File: config.mk
export PLATFORM = sky130hd
export DESIGN_NAME = prp_reset_power_ctrl
export DESIGN_NICKNAME = d
export VERILOG_FILES = /design/src/core/prp_pkg.sv /design/src/core/prp_reset_power_ctrl.sv /design/src/core/prp_settle_timer.sv /design/src/core/prp_mgmt_port.sv
export SDC_FILE = /design/constraint.sdc
export NUM_CORES = 1
export LEC_CHECK = 0
export ABC_AREA = 1
export BUFFER_PORTS_ARGS = -buffer_cell sky130_fd_sc_hd__clkbuf_2
export CAP_MARGIN = 10
export CORE_ASPECT_RATIO = 1.5
export CORE_MARGIN = 2
export CORE_UTILIZATION = 23
export DETAILED_ROUTE_END_ITERATION = 7
export PLACE_DENSITY = 0.36
export SYNTH_ARGS = -nofsm -noshare
export SYNTH_HDL_FRONTEND = slang
export SYNTH_SLANG_ARGS = --single-unit
export TNS_END_PERCENT = 1
File: constraint.sdc
create_clock -name clk -period 2.3 [get_ports clk]
set_input_delay 0.46 -clock clk [delete_from_list [all_inputs] [get_ports clk]]
set_output_delay 0.46 -clock clk [all_outputs]
set_load 0.02 [all_outputs]
File: src/core/prp_pkg.sv
package prp_pkg;
	// Timing
	localparam int CLK_HZ        = 20_000_000;
	localparam int SETTLE_US     = 200;
	localparam int SETTLE_CYCLES = SETTLE_US * (CLK_HZ / 1_000_000);
	localparam int CNT_W         = 13;

	// Register offsets
	localparam logic [4:0] OFS_BASIC_CTRL = 5'h00;
	localparam logic [4:0] OFS_SPEC_CTRL  = 5'h11;
	localparam logic [4:0] OFS_IRQ_ONE    = 5'h12;
	localparam logic [4:0] OFS_IRQ_TWO    = 5'h13;
	localparam logic [4:0] OFS_RESET_CTRL = 5'h1F;

	// Field positions
	localparam int BC_RESET      = 15;
	localparam int BC_SPEED      = 13;
	localparam int BC_NEGOTIATION_ENABLE_STRAP      = 12;
	localparam int BC_POWER_DOWN = 11;
	localparam int BC_DUPLEX     = 8;
	localparam int SC_INT_OE     = 0;
	localparam int SC_INT_EN     = 1;
	localparam int SC_INT_POL    = 3;
	localparam int SC_PS_EN      = 14;
	localparam int SC_PS_LO      = 12;
	localparam int RC_GLOBAL     = 15;
	localparam int RC_RESTART    = 14;

	// Values after reset
	localparam logic [15:0] SPEC_CTRL_RST  = 16'h0000;
	localparam logic [15:0] IRQ_RST        = 16'h0000;
	localparam logic [15:0] RESET_CTRL_RST = 16'h0000;

	// Power-save select codes
	localparam logic [1:0] PS_IEEE        = 2'h1;
	localparam logic [1:0] PS_WOL_ACTIVE  = 2'h2;
	localparam logic [1:0] PS_WOL_PASSIVE = 2'h3;

	// Management frame
	localparam logic [5:0] PREAMBLE_BITS = 6'h20;
	localparam logic [1:0] MDIO_OP_READ  = 2'h2;
	localparam logic [1:0] MDIO_OP_WRITE = 2'h1;
	localparam logic [4:0] HDR_LAST      = 5'h0C;
	localparam logic [4:0] WR_LAST       = 5'h11;
	localparam logic [4:0] RD_LAST       = 5'h11;

	typedef enum logic [1:0] {
		SEQ_HOLD   = 2'b00,
		SEQ_SETTLE = 2'b01,
		SEQ_RUN    = 2'b10
	} prp_seq_t;

	typedef enum logic [1:0] {
		OP_NONE    = 2'b00,
		OP_IEEE    = 2'b01,
		OP_GLOBAL  = 2'b10,
		OP_RESTART = 2'b11
	} prp_op_t;

	typedef enum logic [1:0] {
		MS_PRE   = 2'b00,
		MS_HDR   = 2'b01,
		MS_WRITE = 2'b10,
		MS_READ  = 2'b11
	} prp_mgmt_t;
endpackage

File: src/core/prp_reset_power_ctrl.sv
// Function
// RL1: Device makes its own power-on reset; no external pulse needed.
// RL2: Board releases reset pin at least 200 us after power ramps.
// RL3: Board holds reset pin low at least one microsecond.
// RL4: Hardware reset restores all registers and re-latches the straps.
// RL5: Device becomes operational about 200 us after reset pin release.
// RL6: Basic control bit 15 resets only standard registers 0x00 to 0x07.
// RL7: Reset control bit 15 resets circuits and all registers, keeps straps.
// RL8: Reset control bit 14 restarts circuits, registers keep contents.
// RL9: Every software reset or restart completes about 200 us after writing.
// RL10: Host waits 500 us after software reset before next management access.
// RL11: Shared pin is power-down input after reset; output when bit 0 set.
// RL12: Specific control holds global interrupt enable and output polarity.
// RL13: Shared pin held low as input puts device into power-down.
// RL14: Interrupt sources disabled after reset; enables live in 0x12 and 0x13.
// RL15: Enabled interrupt condition drives interrupt output without waiting for a clock.
// RL16: Status shows all pending interrupts; any read clears them all.
// RL17: Pin low or basic bit 11 powers down all but management logic.
// RL18: Bit 14 enables power-save; field 13:12 picks IEEE, active or passive wake.
// RL19: Clearing power-save select powers up and resumes previous state.
// RL20: Straps are captured into negotiation bits during hardware or software reset.
// RL21: Reset and restart bits clear themselves when their sequence completes.
module prp_reset_power_ctrl #(
	parameter int         SETTLE_CYCLES = prp_pkg::SETTLE_CYCLES,
	parameter logic [4:0] PHY_ADDR      = 5'h01
) (
	// Clock and power-on reset
	input  wire logic        clk,
	input  wire logic        resetn,
	// Hardware reset pin and straps
	input  wire logic        hwResetN,
	input  wire logic        negotiationEnableStrap,
	input  wire logic [1:0]  negotiationModeStrap,
	// Serial management port
	input  wire logic        mdc,
	input  wire logic        mdioIn,
	output logic             mdioOut,
	output logic             mdioOe,
	// Shared interrupt / power-down pin
	input  wire logic        irqOrPowerdownPinIn,
	output logic             irqOrPowerdownPinOut,
	output logic             irqOrPowerdownPinOe,
	// Interrupt sources
	input  wire logic [15:0] irqEvent,
	// Transceiver control
	output logic             phyReady,
	output logic             circuitResetN,
	output logic             powerDown,
	output logic             wolActive,
	output logic             wolPassive
);
	import prp_pkg::*;

	typedef struct packed {
		prp_seq_t    seq;
		prp_op_t     op;
		logic [2:0]  strap;
		logic [15:0] basic;
		logic [15:0] spec;
		logic [15:0] irqOne;
		logic [15:0] irqTwo;
		logic [15:0] rstCtl;
	} prp_main_state_t;

	prp_main_state_t st_r;
	prp_main_state_t st_nxt;
	logic [4:0]      regAddr;
	logic            wrStrobe;
	logic [15:0]     wrData;
	logic            rdStrobe;
	logic [15:0]     rdData;
	logic            timerStart;
	logic            timerDone;
	logic            readClear;
	logic            irqPending;
	logic            intActive;
	logic            pinPowerDown;

	// Strap order: {enable, mode[1], mode[0]}
	function automatic logic [15:0] basicDefault(input logic [2:0] strap);
		logic [15:0] v;
		v = 16'h0000;
		v[BC_NEGOTIATION_ENABLE_STRAP]  = strap[2];
		v[BC_SPEED]  = strap[1];
		v[BC_DUPLEX] = strap[0];
		return v;
	endfunction

	function automatic prp_main_state_t allDefaults(input prp_main_state_t cur,
		input logic [2:0] strap);
		prp_main_state_t v;
		v = cur;
		v.strap  = strap;
		v.basic  = basicDefault(strap);
		v.spec   = SPEC_CTRL_RST;
		v.irqOne = IRQ_RST;
		v.irqTwo = IRQ_RST;
		v.rstCtl = RESET_CTRL_RST;
		v.op     = OP_NONE;
		return v;
	endfunction

	prp_mgmt_port #(
		.PHY_ADDR (PHY_ADDR)
	) uMgmt (
		.clk      (clk),
		.resetn   (resetn),
		.mdc      (mdc),
		.mdioIn   (mdioIn),
		.mdioOut  (mdioOut),
		.mdioOe   (mdioOe),
		.regAddr  (regAddr),
		.wrStrobe (wrStrobe),
		.wrData   (wrData),
		.rdStrobe (rdStrobe),
		.rdData   (rdData)
	);

	prp_settle_timer #(
		.CYCLES (SETTLE_CYCLES)
	) uTimer (
		.clk    (clk),
		.resetn (resetn),
		.start  (timerStart),
		.busy   (),
		.done   (timerDone)
	);

	always_comb begin
		unique case (regAddr)
			OFS_BASIC_CTRL: rdData = st_r.basic;
			OFS_SPEC_CTRL:  rdData = st_r.spec;
			OFS_IRQ_ONE:    rdData = st_r.irqOne;
			OFS_IRQ_TWO:    rdData = st_r.irqTwo;
			OFS_RESET_CTRL: rdData = st_r.rstCtl;
			default:        rdData = 16'h0000;
		endcase
	end

	assign readClear = rdStrobe && (regAddr == OFS_IRQ_ONE || regAddr == OFS_IRQ_TWO);

	always_comb begin
		st_nxt = st_r;
		timerStart = 1'b0;
		// New events beat the read-clear in the same cycle
		st_nxt.irqOne[15:8] = (readClear ? 8'h00 : st_r.irqOne[15:8])
			| (irqEvent[7:0] & st_r.irqOne[7:0]); // [RL16]
		st_nxt.irqTwo[15:8] = (readClear ? 8'h00 : st_r.irqTwo[15:8])
			| (irqEvent[15:8] & st_r.irqTwo[7:0]); // [RL16]
		if (!hwResetN) begin
			st_nxt = allDefaults(st_r, {negotiationEnableStrap, negotiationModeStrap}); // [RL4] [RL20]
			st_nxt.seq = SEQ_HOLD;
		end else begin
			unique case (st_r.seq)
				SEQ_HOLD: begin
					// Power-on and pin release both pass here
					st_nxt = allDefaults(st_r, {negotiationEnableStrap, negotiationModeStrap}); // [RL1] [RL20]
					st_nxt.seq = SEQ_SETTLE;
					timerStart = 1'b1; // [RL5]
				end
				SEQ_SETTLE: begin
					if (timerDone) begin
						st_nxt.seq = SEQ_RUN; // [RL5]
					end
				end
				SEQ_RUN: begin
					if (timerDone) begin
						st_nxt.op = OP_NONE;
						st_nxt.basic[BC_RESET] = 1'b0; // [RL21]
						st_nxt.rstCtl[RC_GLOBAL] = 1'b0; // [RL21]
						st_nxt.rstCtl[RC_RESTART] = 1'b0; // [RL21]
					end
				end
			endcase
			// Register access stays open in power-down and during soft sequences
			if (wrStrobe && st_r.seq == SEQ_RUN) begin
				unique case (regAddr)
					OFS_BASIC_CTRL: begin
						if (wrData[BC_RESET]) begin
							st_nxt.basic = basicDefault(st_r.strap); // [RL6] [RL20]
							st_nxt.basic[BC_RESET] = 1'b1; // [RL21]
							if (st_r.op == OP_NONE) begin
								st_nxt.op = OP_IEEE;
							end
							timerStart = 1'b1; // [RL9]
						end else begin
							st_nxt.basic = wrData; // [RL17]
						end
					end
					OFS_SPEC_CTRL: st_nxt.spec = wrData; // [RL11] [RL12] [RL18] [RL19]
					OFS_IRQ_ONE:   st_nxt.irqOne[7:0] = wrData[7:0]; // [RL14]
					OFS_IRQ_TWO:   st_nxt.irqTwo[7:0] = wrData[7:0]; // [RL14]
					OFS_RESET_CTRL: begin
						if (wrData[RC_GLOBAL]) begin
							// Latched straps survive, unlike a pin reset
							st_nxt = allDefaults(st_r, st_r.strap); // [RL7] [RL20]
							st_nxt.rstCtl[RC_GLOBAL] = 1'b1; // [RL21]
							st_nxt.op = OP_GLOBAL;
							timerStart = 1'b1; // [RL9]
						end else if (wrData[RC_RESTART]) begin
							st_nxt.rstCtl[RC_RESTART] = 1'b1; // [RL8] [RL21]
							st_nxt.op = OP_RESTART;
							timerStart = 1'b1; // [RL9]
						end else begin
							st_nxt.rstCtl[13:0] = wrData[13:0];
						end
					end
					default: ;
				endcase
			end
		end
	end

	always_ff @(posedge clk or negedge resetn) begin
		if (!resetn) begin
			st_r <= '0;
		end else begin
			st_r <= st_nxt;
		end
	end

	assign phyReady      = (st_r.seq == SEQ_RUN); // [RL5]
	assign circuitResetN = phyReady && st_r.op != OP_GLOBAL && st_r.op != OP_RESTART; // [RL7] [RL8]

	// Pin acts as an input until output enable is set
	assign pinPowerDown = !st_r.spec[SC_INT_OE] && !irqOrPowerdownPinIn; // [RL11] [RL13]
	assign powerDown = pinPowerDown || st_r.basic[BC_POWER_DOWN]
		|| (st_r.spec[SC_PS_EN] && st_r.spec[13:12] == PS_IEEE); // [RL17] [RL18] [RL19]
	assign wolActive  = st_r.spec[SC_PS_EN] && st_r.spec[13:12] == PS_WOL_ACTIVE; // [RL18]
	assign wolPassive = st_r.spec[SC_PS_EN] && st_r.spec[13:12] == PS_WOL_PASSIVE; // [RL18]

	// Raw events feed the pin directly so no clock edge is needed
	assign irqPending = (|st_r.irqOne[15:8]) || (|st_r.irqTwo[15:8])
		|| (|(irqEvent & {st_r.irqTwo[7:0], st_r.irqOne[7:0]})); // [RL15]
	assign intActive = st_r.spec[SC_INT_EN] && irqPending; // [RL12]
	assign irqOrPowerdownPinOe  = st_r.spec[SC_INT_OE]; // [RL11]
	assign irqOrPowerdownPinOut = st_r.spec[SC_INT_POL] ? intActive : !intActive; // [RL12] [RL15]

	// Checks
	logic [CNT_W-1:0] sinceStart_r;

	always_ff @(posedge clk or negedge resetn) begin
		if (!resetn) begin
			sinceStart_r <= '0;
		end else if (timerStart) begin
			sinceStart_r <= CNT_W'(1);
		end else if (sinceStart_r != '1) begin
			sinceStart_r <= sinceStart_r + CNT_W'(1);
		end
	end
endmodule // prp_reset_power_ctrl

File: src/core/prp_settle_timer.sv
module prp_settle_timer #(
	parameter int CYCLES = prp_pkg::SETTLE_CYCLES
) (
	// Clock and reset
	input  wire logic clk,
	input  wire logic resetn,
	// Control
	input  wire logic start,
	output logic      busy,
	output logic      done
);
	import prp_pkg::*;

	typedef struct packed {
		logic [CNT_W-1:0] cnt;
		logic             busy;
		logic             done;
	} prp_timer_state_t;

	prp_timer_state_t st_r;
	prp_timer_state_t st_nxt;

	// Restart wins, so a new request always gets its full interval
	always_comb begin
		st_nxt = st_r;
		st_nxt.done = 1'b0;
		if (start) begin
			st_nxt.cnt = CNT_W'(CYCLES - 1);
			st_nxt.busy = 1'b1;
		end else if (st_r.busy) begin
			if (st_r.cnt <= CNT_W'(1)) begin
				st_nxt.busy = 1'b0;
				st_nxt.done = 1'b1;
			end else begin
				st_nxt.cnt = st_r.cnt - CNT_W'(1);
			end
		end
	end

	always_ff @(posedge clk or negedge resetn) begin
		if (!resetn) begin
			st_r <= '0;
		end else begin
			st_r <= st_nxt;
		end
	end

	assign busy = st_r.busy;
	assign done = st_r.done;
endmodule // prp_settle_timer

File: src/core/prp_mgmt_port.sv
module prp_mgmt_port #(
	parameter logic [4:0] PHY_ADDR = 5'h01
) (
	// Clock and reset
	input  wire logic        clk,
	input  wire logic        resetn,
	// Management pins
	input  wire logic        mdc,
	input  wire logic        mdioIn,
	output logic             mdioOut,
	output logic             mdioOe,
	// Register access
	output logic [4:0]       regAddr,
	output logic             wrStrobe,
	output logic [15:0]      wrData,
	output logic             rdStrobe,
	input  wire logic [15:0] rdData
);
	import prp_pkg::*;

	typedef struct packed {
		prp_mgmt_t   st;
		logic        mdcPrev;
		logic [5:0]  ones;
		logic [4:0]  cnt;
		logic [15:0] shift;
		logic [4:0]  addr;
		logic        wr;
		logic        rd;
		logic        out;
		logic        oe;
	} prp_mgmt_state_t;

	prp_mgmt_state_t st_r;
	prp_mgmt_state_t st_nxt;
	logic [12:0]     hdr;

	always_comb begin
		st_nxt = st_r;
		st_nxt.wr = 1'b0;
		st_nxt.rd = 1'b0;
		st_nxt.mdcPrev = mdc;
		hdr = {st_r.shift[11:0], mdioIn};
		// Capture before the read-clear takes effect
		if (st_r.rd) begin
			st_nxt.shift = rdData;
		end
		if (mdc && !st_r.mdcPrev) begin
			unique case (st_r.st)
				MS_PRE: begin
					if (mdioIn) begin
						if (st_r.ones != PREAMBLE_BITS) begin
							st_nxt.ones = st_r.ones + 6'h01;
						end
					end else if (st_r.ones == PREAMBLE_BITS) begin
						st_nxt.st = MS_HDR;
						st_nxt.cnt = '0;
					end else begin
						st_nxt.ones = '0;
					end
				end
				MS_HDR: begin
					st_nxt.shift = {st_r.shift[14:0], mdioIn};
					st_nxt.cnt = st_r.cnt + 5'h01;
					if (st_r.cnt == HDR_LAST) begin
						st_nxt.addr = hdr[4:0];
						st_nxt.cnt = '0;
						st_nxt.ones = '0;
						st_nxt.st = MS_PRE;
						if (hdr[12] && hdr[9:5] == PHY_ADDR) begin
							if (hdr[11:10] == MDIO_OP_READ) begin
								st_nxt.st = MS_READ;
								st_nxt.rd = 1'b1;
							end else if (hdr[11:10] == MDIO_OP_WRITE) begin
								st_nxt.st = MS_WRITE;
							end
						end
					end
				end
				MS_WRITE: begin
					st_nxt.shift = {st_r.shift[14:0], mdioIn};
					st_nxt.cnt = st_r.cnt + 5'h01;
					if (st_r.cnt == WR_LAST) begin
						st_nxt.wr = 1'b1;
						st_nxt.st = MS_PRE;
					end
				end
				MS_READ: begin
					st_nxt.cnt = st_r.cnt + 5'h01;
					if (st_r.cnt == 5'h00) begin
						st_nxt.oe = 1'b1;
						st_nxt.out = 1'b0;
					end else if (st_r.cnt == RD_LAST) begin
						st_nxt.oe = 1'b0;
						st_nxt.st = MS_PRE;
					end else begin
						st_nxt.out = st_r.shift[15];
						st_nxt.shift = {st_r.shift[14:0], 1'b0};
					end
				end
			endcase
		end
	end

	always_ff @(posedge clk or negedge resetn) begin
		if (!resetn) begin
			st_r <= '0;
		end else begin
			st_r <= st_nxt;
		end
	end

	assign mdioOut  = st_r.out;
	assign mdioOe   = st_r.oe;
	assign regAddr  = st_r.addr;
	assign wrStrobe = st_r.wr;
	assign wrData   = st_r.shift;
	assign rdStrobe = st_r.rd;
endmodule // prp_mgmt_port

After elaboration in Yosys (flattened, before gate mapping)
Index checks and enable logic that the tools add are counted.
Word-level totals
  bits in registers: 141
  bits in latches: 0
  RAM bits: 0
  bits in read-only memories: 0
  input bits: 25
  output and inout port bits: 9
  logic and storage cells: 183
  memories: 0
Cells by class
  add/sub/neg operators: 3
  multiply operators: 0
  divide/modulo/power cells: 0
  magnitude comparators: 1
  eq/ne operators: 30
  shift-type cells: 0
  mux-type cells: 83
  bitwise gates (word level): 5
  reductions and logical operators: 40
Operators with widths (count)
  87-bit 2-to-1 mux: 2
  16-bit one-hot mux with 2 select lines: 3
  16-bit 2-to-1 mux: 5
  16-bit one-hot mux with 5 select lines: 1
  68-bit 2-to-1 mux: 1
  63-bit 2-to-1 mux: 1
  14-bit 2-to-1 mux: 3
  2-bit 2-to-1 mux: 20
  8-bit 2-to-1 mux: 4
  8-bit one-hot mux with 2 select lines: 2
  15-bit 2-to-1 mux: 2
  5-bit == test, second input constant: 5
  25-bit 2-to-1 mux: 1
  5-bit 2-to-1 mux: 4
  1-bit 2-to-1 mux: 18
  6-bit 2-to-1 mux: 3
  16-bit bitwise AND: 1
  8-bit bitwise AND: 2
  8-bit bitwise OR: 2
  2-bit one-hot mux with 2 select lines: 4
  16-bit OR reduction: 1
  8-bit OR reduction: 2
  5-bit one-hot mux with 3 select lines: 1
  13-bit by 1-bit <= comparator with 1-bit output, second input constant: 1
  other kinds (30): 73

Logic depth before layout (Yosys ltp)
Gate-level depths: netlist (run 1).
  depth after elaboration: 10
  depth in mapped cells: 10
  depth with buffers taken out: 10

Cells and area by module
Synthesis (run 1) repeated with hierarchy kept, for this count alone.
Unflattened totals
  cell total of the unflattened synthesis: 1085
  area, all modules: 8107.8 µm²
By module, submodules not included
  prp_reset_power_ctrl: times used 1, cells an instance 613, area each 4596.9 µm², seq. area each 2152.1 µm²
  prp_mgmt_port: times used 1, cells an instance 327, area each 2491.1 µm², seq. area each 975.9 µm²
  prp_settle_timer: times used 1, cells an instance 145, area each 1019.7 µm², seq. area each 375.4 µm²

Least setup slack after synthesis (run 1)
Ideal clock, no wire load.
  kind: flip-flop to flip-flop
  start: register st_r[85] in the netlist's numbering
  end: register st_r[31] in the netlist's numbering
  setup time: 120 ps
  arrival: 1534 ps
  path slack: 645 ps
  cell stages (with the launch flop): 8
  clock period less this slack: 1655 ps
  cell sequence: dfrtp_1 nor2_1 nand2_2 nor2_4 nand2_2 nand3_4 buf_6 a21oi_1
RTL lines
  from (decl): line prp_reset_power_ctrl.sv:65  | prp_main_state_t st_r;
  from (signal assigned): line prp_reset_power_ctrl.sv:218  | st_r <= st_nxt;

Worst setup path in the final report (run 1)
  start: register st_r[39] in the netlist's numbering
  end: output irqOrPowerdownPinOut
On the way
  word-level cells in the longest chain between the ends: 6
Ends and longest elaborated chain
  16-bit bitwise AND (*): line prp_reset_power_ctrl.sv:234  | || (|(irqEvent & {st_r.irqTwo[7:0], st_r.irqOne[7:0]}));
  16-bit OR reduction (*): line prp_reset_power_ctrl.sv:234
  1-bit logical OR (*): line prp_reset_power_ctrl.sv:234
  1-bit logical AND (*): line prp_reset_power_ctrl.sv:235  | assign intActive = st_r.spec[SC_INT_EN] && irqPending;
  1-bit logical NOT: line prp_reset_power_ctrl.sv:237  | assign irqOrPowerdownPinOut = st_r.spec[SC_INT_POL] ? intActive : !intActive;
  1-bit 2-to-1 mux (*): line prp_reset_power_ctrl.sv:237
  to (decl): line prp_reset_power_ctrl.sv:41  | output logic irqOrPowerdownPinOut,
Every way passes the cells marked *; elsewhere a longest branch is shown, timed or not.

==> flow_metrics.env, run 1 <==
export IMPL_status="completed"
export IMPL_critPathKind="flop to output port"
export IMPL_grt_setup_unrepaired="yes"
export IMPL_io_buffer_count=33
export IMPL_die_w_um=157
export IMPL_synth_seq_area_share_pct=43.4
export IMPL_maxCapViolations=0
export IMPL_ir_drop_v=0.000311
export IMPL_diodes=0
export IMPL_synth_top_family_by_area="simple AND/OR/NAND/NOR gates"
export IMPL_crit_arrival_ps=1720
export IMPL_drt_iter0_drc=423
export IMPL_synth_adder_area_share_pct=2.02
export IMPL_dp_cells=1554
export IMPL_required_ps=1840
export IMPL_grt_pass1_wl_mm=43.9
export IMPL_synth_compound_area_share_pct=14.7
export IMPL_fin_worst_skew_ps=9.11
export IMPL_detailed_place_hpwl_mm=20.6
export IMPL_cts_tree="yes"
export IMPL_cts_htree_levels=4
export IMPL_layout_drive_gt1_share_pct=19.2
export IMPL_synth_cell_types=43
export IMPL_leakagePower_nw=4.08
export IMPL_drv_slew=0
export IMPL_syn2layout_area_growth_pct=18.8
export IMPL_post_drt_wl_per_cell_um=17.5
export IMPL_antenna_found_initial=0
export IMPL_detail_route_drc_violations=0
export IMPL_synth_top_cell_area_share_pct=43.4
export IMPL_pin_count=34
export IMPL_worst_slack_ps=124
export IMPL_start_util_pct=23.2
export IMPL_clk_path_buf_depth=2
export IMPL_wl_met3_um=753
export IMPL_grtUsageTotal_pct=16.1
export IMPL_nFillCells=3817
export IMPL_synthFlopType="dfrtp_1"
export IMPL_synthTopCellsByCount="nand2_1 (267), dfrtp_1 (140), inv_1 (114)"
export IMPL_whs_ps=147
export IMPL_fin_area_mm2=0.00959
export IMPL_vias=7029
export IMPL_core_mm2=0.0348
export IMPL_highest_layer="met4"
export IMPL_synth_seq_cells=140
export IMPL_power_density_mw_per_mm2=718
export IMPL_rows=84
export IMPL_drt_total_wl_mm=27.9
export IMPL_endpoint_kind="output port"
export IMPL_synth_edf_count=0
export IMPL_grt_max_degree=48
export IMPL_gp_congestion=0.765
export IMPL_yosysWarnings=0
export IMPL_drt_met1_wl_mm=11.7
export IMPL_pre_cts_slack_ps=273
export IMPL_vias_per_cell=4.42
export IMPL_yosysTopAreaCell="dfrtp_1"
export IMPL_worstSkewPairLatency_ps=450
export IMPL_fin_crit_sh_pct=94.6
export IMPL_grt_pass1_vias=7263
export IMPL_root_buffer="clkbuf_16"
export IMPL_setup_viol=0
export IMPL_cts_sinks=140
export IMPL_final_util_pct=27.6
export IMPL_synth_xor_area_share_pct=0.326
export IMPL_cp_max_fo=3
export IMPL_synthMuxAreaShare_pct=0.140
export IMPL_dr_wl_met2_mm=14.9
export IMPL_async_flop_share_pct=100
export IMPL_worst_slew_pin_slew_ps=772
export IMPL_num_nets_final=1145
export IMPL_synth_area_leaders="dfrtp_1 (43%), nand2_1 (12%), a21oi_1 (6.3%)"
export IMPL_max_slew_margin_pct=48.5
export IMPL_die_h_um=233
export IMPL_final_antenna_net_count=0
export IMPL_die_area_mm2=0.0366
export IMPL_netlist_instances=1055
export IMPL_finalHoldViolCount=0
export IMPL_overflow=0
export IMPL_synth_simple_area_share_pct=30.7
export IMPL_postSynthAreaPerCell_um2=7.65
export IMPL_place_area_mm2=0.00890
export IMPL_hold_class="input pin to flop"
export IMPL_netlist_area_mm2=0.00807
export IMPL_final_cell_count_no_fill=1592
export IMPL_syn_num_nets=1093
export IMPL_clkSlewWorstSetupHoldPaths_ps=60
export IMPL_cts_buffers=17
export IMPL_first_pass_iters=5
export IMPL_min_period_ps=2180
export IMPL_fmax_ghz=0.460
export IMPL_start_kind="flop"
export IMPL_yosysMostFrequentCell="nand2_1"
## path summary, 6_finish.rpt
kind                                start  cells after the start  slack [ps]                    to
max reg2reg                uMgmt.st_r[38]                      6         350        uMgmt.st_r[34]
min                                   mdc                      1         150        uMgmt.st_r[36]
min reg2reg                      st_r[81]                      1         510              st_r[81]
max in group asynchronous          resetn                      3        1190       uTimer.st_r[10]
min in group asynchronous          resetn                      2         490        uMgmt.st_r[30]
max                              st_r[39]                     10         120  irqOrPowerdownPinOut
## what timing repair did
action | in CTS | in global routing
endpoints found under the setup margin | 1 | 1
setup buffers | 0 | 6
hold buffers | 1 | 0
gates resized for setup | 2 | 17
pin swaps | 0 | 9
hold endpoints to repair | 32 | 0
## worst max-delay path, stage by stage (launching register included)
cell,delay [ps]
dfrtp_1,410
nand2_1,100
nand2_2,70
nor2_4,110
nand2_2,60
nor3_2,160
nand2_1,80
nand2_1,60
nand2_1,50
nand2_1,70
buf_6,120
## logic make-up after synthesis
group	count (synthesis)
AOI/OAI and AO/OA	213
xor gates and xnor gates	3
adders and majority gates	13
buffers and inverters	164
DFF	140
muxes	1
and+or+nand+nor	521
## report_power, final
| group | internal, W | total [W] | switching, W |
|---|---|---|---|
| clock network | 0.00169 | 0.00283 | 0.00113 |
| logic | 0.000372 | 0.00122 | 0.000853 |
| registers | 0.00262 | 0.00283 | 0.000209 |
## flip-flops by register name, indices dropped and copies added, names as in the netlist, 5 cells and up
name / flops
uMgmt.st_r: 14
uTimer.st_r: 13
uMgmt.regAddr: 5
uMgmt.wrData: 16
st_r: 85
## cell type report
cell class              instances  area (um^2)  share of cell area (%)
multi-input cells             751         3920                    40.9
clock buffers                  23          488                    5.09
well taps                     473          592                    6.17
flip-flops and latches        140         3500                    36.5
clock inverters                 8         90.1                   0.940
inverters                     125          474                    4.95
repair buffers                 72          523                    5.45
## through the flow
stage / setup TNS, ps / power (W)
detailed placement: 0 / 0.00412
CTS: 0 / 0.00700
floorplan: 0 / 0.00360
finish: 0 / 0.00689
global placement: 0 / 0.00412
global route: -13.5 / 0.00728
## metal layers
metal | global-route usage (%) | vias to the layer above
li1 | - | 3531
met3 | 2.73 | 29
met2 | 29.8 | 98
met5 | 0 | -
met1 | 18.5 | 3371
met4 | 5.71 | 0
## cells in the final DEF, fill, tap and decap left out, drive strengths merged
| master | instances |
|---|---|
| nand4 | 13 |
| nand2 | 285 |
| o32ai | 1 |
| o211ai | 1 |
| mux2 | 1 |
| or2 | 2 |
| bufinv | 2 |
| nor3 | 12 |
| a31oi | 1 |
| a31o | 1 |
| xor2 | 3 |
| dfrtp | 140 |
| buf | 40 |
| nor2 | 104 |
| o31ai | 3 |
| nor4 | 3 |
| nand3b | 2 |
| ha | 13 |
| clkbuf | 54 |
| o21ai | 74 |
| a21oi | 123 |
| clkinv | 8 |
| nand3 | 100 |
| o21bai | 1 |
| o22ai | 8 |
| dlygate4sd3 | 1 |
| inv | 123 |
Note: power is estimated with default switching activity, not from simulation.
==> run 2, diff against run 1 <==
- ABC_CLOCK_PERIOD_IN_PS: not set -> 2300
- CTS_BUF_LIST: not set -> sky130_fd_sc_hd__clkbuf_4
==> run 2 against run 1 <==
  * Highest routed layer unchanged
  * Sequential share of layout area grew 1.1 points
  * Wire length down 0.16%
  * The run now ends with negative setup slack left
  * Non-clock buffer count up 6
  * Clock-buffer cell count shrank 4
  * Die area unchanged
  * Via count is 0.30% higher
  * Cell area shrank 2.9%
  * Utilization fell by 0.81 points
  * Total power fell by 18%
  * Worst hold slack got worse by 70 ps
  * Critical path type unchanged
==> flow_metrics.env, run 2 (synthesis results as in run 1) <==
export IMPL_r2r_end="uMgmt.st_r[34]"
export IMPL_drt_total_wl_mm=27.8
export IMPL_place_area_mm2=0.00890
export IMPL_vias_per_cell=4.41
export IMPL_required_ps=1840
export IMPL_path_delay_family="simple AND/OR/NAND/NOR gates"
export IMPL_final_common_cell="nand2_1"
export IMPL_grt_max_degree=48
export IMPL_fin_worst_skew_ps=20.8
export IMPL_worst_slew_pin_slew_ps=783
export IMPL_num_nets_final=1151
export IMPL_cts_tree="yes"
export IMPL_fin_crit_sh_pct=104
export IMPL_critPathKind="flop to output port"
export IMPL_die_h_um=233
export IMPL_root_buffer="clkbuf_4"
export IMPL_clkSlewWorstSetupHoldPaths_ps=140
export IMPL_start_kind="flop"
export IMPL_cts_htree_levels=4
export IMPL_cts_buffers=17
export IMPL_pre_cts_slack_ps=273
export IMPL_multi_input_area_mm2=0.00391
export IMPL_hold_class="input pin to flop"
export IMPL_regMostFlops="st_r"
export IMPL_reg2reg_depth=6
export IMPL_path_cells="nand2_2 > nand2_2 > nor2_4 > nand2_2 > nor3_2 > nand2_1 > nand2_1 > nand2_1 > nand2_1 > clkbuf_8"
export IMPL_final_antenna_net_count=0
export IMPL_cpMostUsedCell="nand2_1"
export IMPL_worst_slack_ps=-85.1
export IMPL_cp_max_fo=2
export IMPL_r2r_start="uMgmt.st_r[38]"
export IMPL_rows=84
export IMPL_register_area_mm2=0.00350
export IMPL_overflow=0
export IMPL_antenna_found_initial=2
export IMPL_layout_drive_gt1_share_pct=19.2
export IMPL_power_density_mw_per_mm2=610
export IMPL_crit_arrival_ps=1930
export IMPL_finalHoldViolCount=0
export IMPL_first_pass_iters=5
export IMPL_endpoint_kind="output port"
export IMPL_path_buf_inv=1
export IMPL_leakagePower_nw=3.97
export IMPL_cp_slowest_cell="dfrtp_1"
export IMPL_grtUsageTotal_pct=16.0
export IMPL_maxCapViolations=0
export IMPL_crit_start="st_r[37]"
export IMPL_timing_reg2reg_setup_slack_ps=330
export IMPL_core_mm2=0.0348
export IMPL_die_w_um=157
export IMPL_start_util_pct=23.2
export IMPL_min_period_ps=2390
export IMPL_setup_viol=1
export IMPL_status="finished, violations left"
export IMPL_grt_setup_unrepaired="yes"
export IMPL_final_cell_mix="nand2_1 (260), dfrtp_1 (140), inv_1 (112)"
export IMPL_nFillCells=3851
export IMPL_syn2layout_area_growth_pct=15.4
export IMPL_clk_path_buf_depth=2
export IMPL_crit_cells=10
export IMPL_endpoint="irqOrPowerdownPinOut"
export IMPL_worstSkewPairLatency_ps=620
export IMPL_cts_sinks=140
export IMPL_io_buffer_count=33
export IMPL_fin_area_mm2=0.00931
export IMPL_largest_reg_flops=85
export IMPL_grt_pass1_wl_mm=43.8
export IMPL_p_total_w=0.00568
export IMPL_ir_drop_v=0.000225
export IMPL_post_drt_wl_per_cell_um=17.4
export IMPL_fmax_ghz=0.419
export IMPL_detailed_place_hpwl_mm=20.6
export IMPL_die_area_mm2=0.0366
export IMPL_drv_slew=0
export IMPL_max_slew_margin_pct=47.8
export IMPL_whs_ps=77.4
export IMPL_setup_tns_ps=-85.1
export IMPL_gp_congestion=0.765
export IMPL_grt_pass1_vias=7292
export IMPL_failed_checks="negative setup slack"
export IMPL_vias=7050
export IMPL_cpPeakStageDelay_ps=420
export IMPL_detail_route_drc_violations=0
export IMPL_pin_count=34
export IMPL_drt_iter0_drc=373
run 2: changes by cell type in the layout (fill, tap and decap cells not counted), moves of 2 or more:
cell	before	now
clkbuf_4	0	19
clkbuf_16	17	0
buf_4	34	39
clkinv_1	1	5
clkbuf_8	4	1
clkbuf_1	2	0
diode_2	0	2
nand2_1	258	260
nand2_2	20	18
run 2: worst register-to-register path: stages (launching register included):
cell	delay (ps)
dfrtp_1	420
inv_1	120
ha_1	240
clkinv_1	270
o21ai_0	250
nand3_1	310
o21ai_0	270
run 2: worst min-delay path by stage:
stage                  from                   to  slack [ps]  depth (start not counted)
6_report       irqEvent[13]             st_r[29]          80                          3
5_1_grt        irqEvent[15]             st_r[31]          40                          3
4_1_cts         irqEvent[5]             st_r[45]          20                          3
3_5_place_dp         resetn       uMgmt.st_r[30]         410                          1
3_3_place_gp         resetn       uMgmt.st_r[30]         410                          1
2_1_floorplan        resetn  irqOrPowerdownPinOe         160                          0
run 2: routing by layer:
metal  share of wire, %  up-vias  track usage (%)
met5                  0        -                0
met4                1.6        0             4.90
met1                 42     3377             18.3
li1                   -     3556                -
met3                2.6       27             2.76
met2                 54       90             30.0
run 2: repair_timing:
| action | in CTS | in global routing |
|---|---|---|
| hold buffers | 2 | 0 |
| gates resized for setup | 6 | 10 |
| buffers inserted | 5 | 6 |
| endpoints found under the hold margin | 33 | 0 |
| endpoints found under the setup margin | 1 | 1 |
| pin swaps | 1 | 6 |
run 2: cell type report:
class                   count  area share (%)
flip-flops and latches    140            37.6
well taps                 473            6.36
repair buffers             78            6.16
inverters                 125            5.09
clock buffers              19            1.53
diodes                      2          0.0538
multi-input cells         751            42.0
clock inverters            12            1.13
run 2: power breakdown:
group	switching [W]	internal [W]	leakage, nW
logic	0.000851	0.000373	1.94
registers	0.000206	0.00262	1.88
clock network	0.000992	0.000636	0.145
run 2: stage by stage:
step / cells / utilization (%)
detailed placement: 1554 / 25.6
finish: 1600 / 26.8
global placement: 1554 / 25.6
floorplan: 1055 / -
global route: 1600 / 26.8
CTS: 1592 / 26.5
==> run 3, diff against run 2 <==
--- a/config.mk
+++ b/config.mk
@@ -10,9 +10,8 @@
 export BUFFER_PORTS_ARGS = -buffer_cell sky130_fd_sc_hd__clkbuf_2
-export CAP_MARGIN = 10
 export CORE_ASPECT_RATIO = 1.5
 export CORE_MARGIN = 2
-export CORE_UTILIZATION = 23
+export CORE_UTILIZATION = 57
 export CTS_BUF_LIST = sky130_fd_sc_hd__clkbuf_4
 export DETAILED_ROUTE_END_ITERATION = 7
-export PLACE_DENSITY = 0.36
+export PLACE_DENSITY = 0.74
 export SYNTH_ARGS = -nofsm -noshare
--- a/constraint.sdc
+++ b/constraint.sdc
@@ -3,2 +3,2 @@
 set_output_delay 0.46 -clock clk [all_outputs]
-set_load 0.02 [all_outputs]
+set_load 0.005 [all_outputs]
==> run 3 against run 2 <==
  * The run now ends clean
  * Sequential power about the same
  * Register-to-register slack better by 40 ps
  * Total power up 3.0%
  * Clock-buffer cell count decreased by 1
  * Worst hold slack gained 57 ps
  * Clock skew about the same
  * Non-clock buffer count decreased by 18
  * Critical path depth shrank 2
  * Cell area shrank 5.4%
  * Via count increased by 2.0%
  * Clock power increased by 16%
  * First-iteration DRC count increased by 28%
  * Largest cell class unchanged
  * Largest power group unchanged
  * Highest routed layer unchanged
==> flow_metrics.env, run 3 (synthesis results as in run 1) <==
export IMPL_vias_per_cell=5.65
export IMPL_post_drt_wl_per_cell_um=16.8
export IMPL_root_buffer="clkbuf_4"
export IMPL_clkSlewWorstSetupHoldPaths_ps=120
export IMPL_combPwrFrac_pct=19.7
export IMPL_syn2layout_area_growth_pct=9.17
export IMPL_final_common_cell="nand2_1"
export IMPL_p_total_w=0.00584
export IMPL_cts_sinks=140
export IMPL_cp_max_fo=3
export IMPL_nFillCells=1258
export IMPL_crit_arrival_ps=1790
export IMPL_final_cell_mix="nand2_1 (267), dfrtp_1 (140), inv_1 (111)"
export IMPL_leakagePower_nw=3.88
export IMPL_pin_count=34
export IMPL_core_mm2=0.0139
export IMPL_endpoint_kind="output port"
export IMPL_cts_htree_levels=4
export IMPL_start_kind="flop"
export IMPL_timing_reg2reg_setup_slack_ps=370
export IMPL_swShare_pct=32.6
export IMPL_min_period_ps=2250
export IMPL_worst_slew_pin_slew_ps=595
export IMPL_critPathKind="flop to output port"
export IMPL_p_switching_w=0.00190
export IMPL_fin_worst_skew_ps=20.9
export IMPL_status="completed"
export IMPL_grt_pass1_wl_mm=35.1
export IMPL_vias=7189
export IMPL_final_cell_count_no_fill=1273
export IMPL_die_w_um=101
export IMPL_finalHoldViolCount=0
export IMPL_dp_cells=1235
export IMPL_grt_pass1_vias=7038
export IMPL_p_int_w=0.00394
export IMPL_rows=53
export IMPL_cts_tree="yes"
export IMPL_fmax_ghz=0.445
export IMPL_hold_class="input pin to flop"
export IMPL_ir_drop_v=0.000680
export IMPL_regMostFlops="st_r"
export IMPL_grt_max_degree=49
export IMPL_detail_route_drc_violations=0
export IMPL_overflow=0
export IMPL_drt_total_wl_mm=21.4
export IMPL_fin_crit_sh_pct=97.8
export IMPL_drt_iter0_drc=479
export IMPL_power_density_mw_per_mm2=664
export IMPL_first_pass_iters=5
export IMPL_largest_reg_flops=85
export IMPL_die_h_um=150
export IMPL_required_ps=1840
export IMPL_start_util_pct=57.9
export IMPL_pwr_share_clk_pct=32.4
export IMPL_worstSkewPairLatency_ps=570
export IMPL_maxCapViolations=0
export IMPL_cts_buffers=17
export IMPL_clk_path_buf_depth=2
export IMPL_max_slew_margin_pct=59.9
export IMPL_grt_setup_unrepaired="yes"
export IMPL_seqPwrFrac_pct=47.9
export IMPL_final_antenna_net_count=0
export IMPL_antenna_found_initial=1
export IMPL_io_buffer_count=33
export IMPL_die_area_mm2=0.0151
export IMPL_layout_drive_gt1_share_pct=17.4
export IMPL_gp_congestion=0.913
export IMPL_setup_viol=0
export IMPL_grtUsageTotal_pct=30.0
export IMPL_num_nets_final=1133
export IMPL_drv_slew=0
export IMPL_detailed_place_hpwl_mm=15.5
## run 3: cell count changes in the layout (fill, tap and decap cells not counted), sizes merged
| cell | change |
|---|---|
| buf | -18 |
| clkinv | -6 |
| clkinvlp | +4 |
| bufinv | +3 |
| clkbuf | -1 |
| diode | -1 |
## run 3: power by group through the flow
stage	Combinational, W	Sequential, W	Clock [W]
after floorplan	0.000796	0.00279	0
after CTS	0.00115	0.00280	0.00192
after global routing	0.00131	0.00283	0.00202
after detailed placement	0.00113	0.00285	0
after global placement	0.00111	0.00284	0
final	0.00115	0.00280	0.00189
## run 3: layout make-up
| cell class | count | area (um^2) | share of cell area [%] |
|---|---|---|---|
| sequential | 140 | 3500 | 39.8 |
| clock inverter | 13 | 199 | 2.26 |
| antenna | 1 | 2.50 | 0.0284 |
| inverter | 125 | 474 | 5.38 |
| multi-input combinational | 751 | 3880 | 44.1 |
| timing repair buffer | 60 | 404 | 4.59 |
| clock buffer | 18 | 135 | 1.53 |
| tap | 165 | 206 | 2.34 |
## run 3: repair_timing
action                                  CTS  global route
gates resized for setup                   2             3
buffers inserted                          4             0
hold buffers                              2             0
hold endpoints to repair                 46             0
endpoints found under the setup margin    1             1
cloned                                    0             0
pin swaps                                 1             0
## run 3: final timing paths
kind                                             start                    to  depth (start not counted)
worst min-delay path            negotiationEnableStrap              st_r[82]                          3
worst max register to register          uMgmt.st_r[38]        uMgmt.st_r[35]                          6
min in group asynchronous                       resetn      uMgmt.wrData[15]                          2
worst min register to register                st_r[81]              st_r[81]                          1
max in group asynchronous                       resetn      uMgmt.wrData[12]                          3
worst max-delay path                          st_r[16]  irqOrPowerdownPinOut                          8
## run 3: routing by layer
metal,vias to the layer above,GRT usage (%),wire length (um)
met3,61,5.56,986
met4,0,11.8,684
met2,225,52.9,11100
met1,3387,35.6,8640
met5,-,0,0
li1,3516,-,-
## run 3: critical path, cell delays in order (launching register included)
cell      delay (ps)
dfrtp_1          430
nand2_1          100
nand4_1          150
nor3_1           200
nand2_1           90
nand2_1           60
nand2_1           40
nand2_1           50
clkbuf_2         100
## run 3: through the flow
stage / hold slack [ps] / instance area [um^2] / setup TNS, ps / setup WS, ps / util, %
detailed placement: 440 / 8400 / 0 / 426 / 60.3
global placement: 437 / 8400 / 0 / 462 / 60.3
floorplan: 164 / 8070 / 0 / 721 / -
global route: 129 / 8810 / -128 / -128 / 63.2
CTS: 102 / 8790 / 0 / 7.33 / 63.2
finish: 134 / 8810 / 0 / 50.8 / 63.2
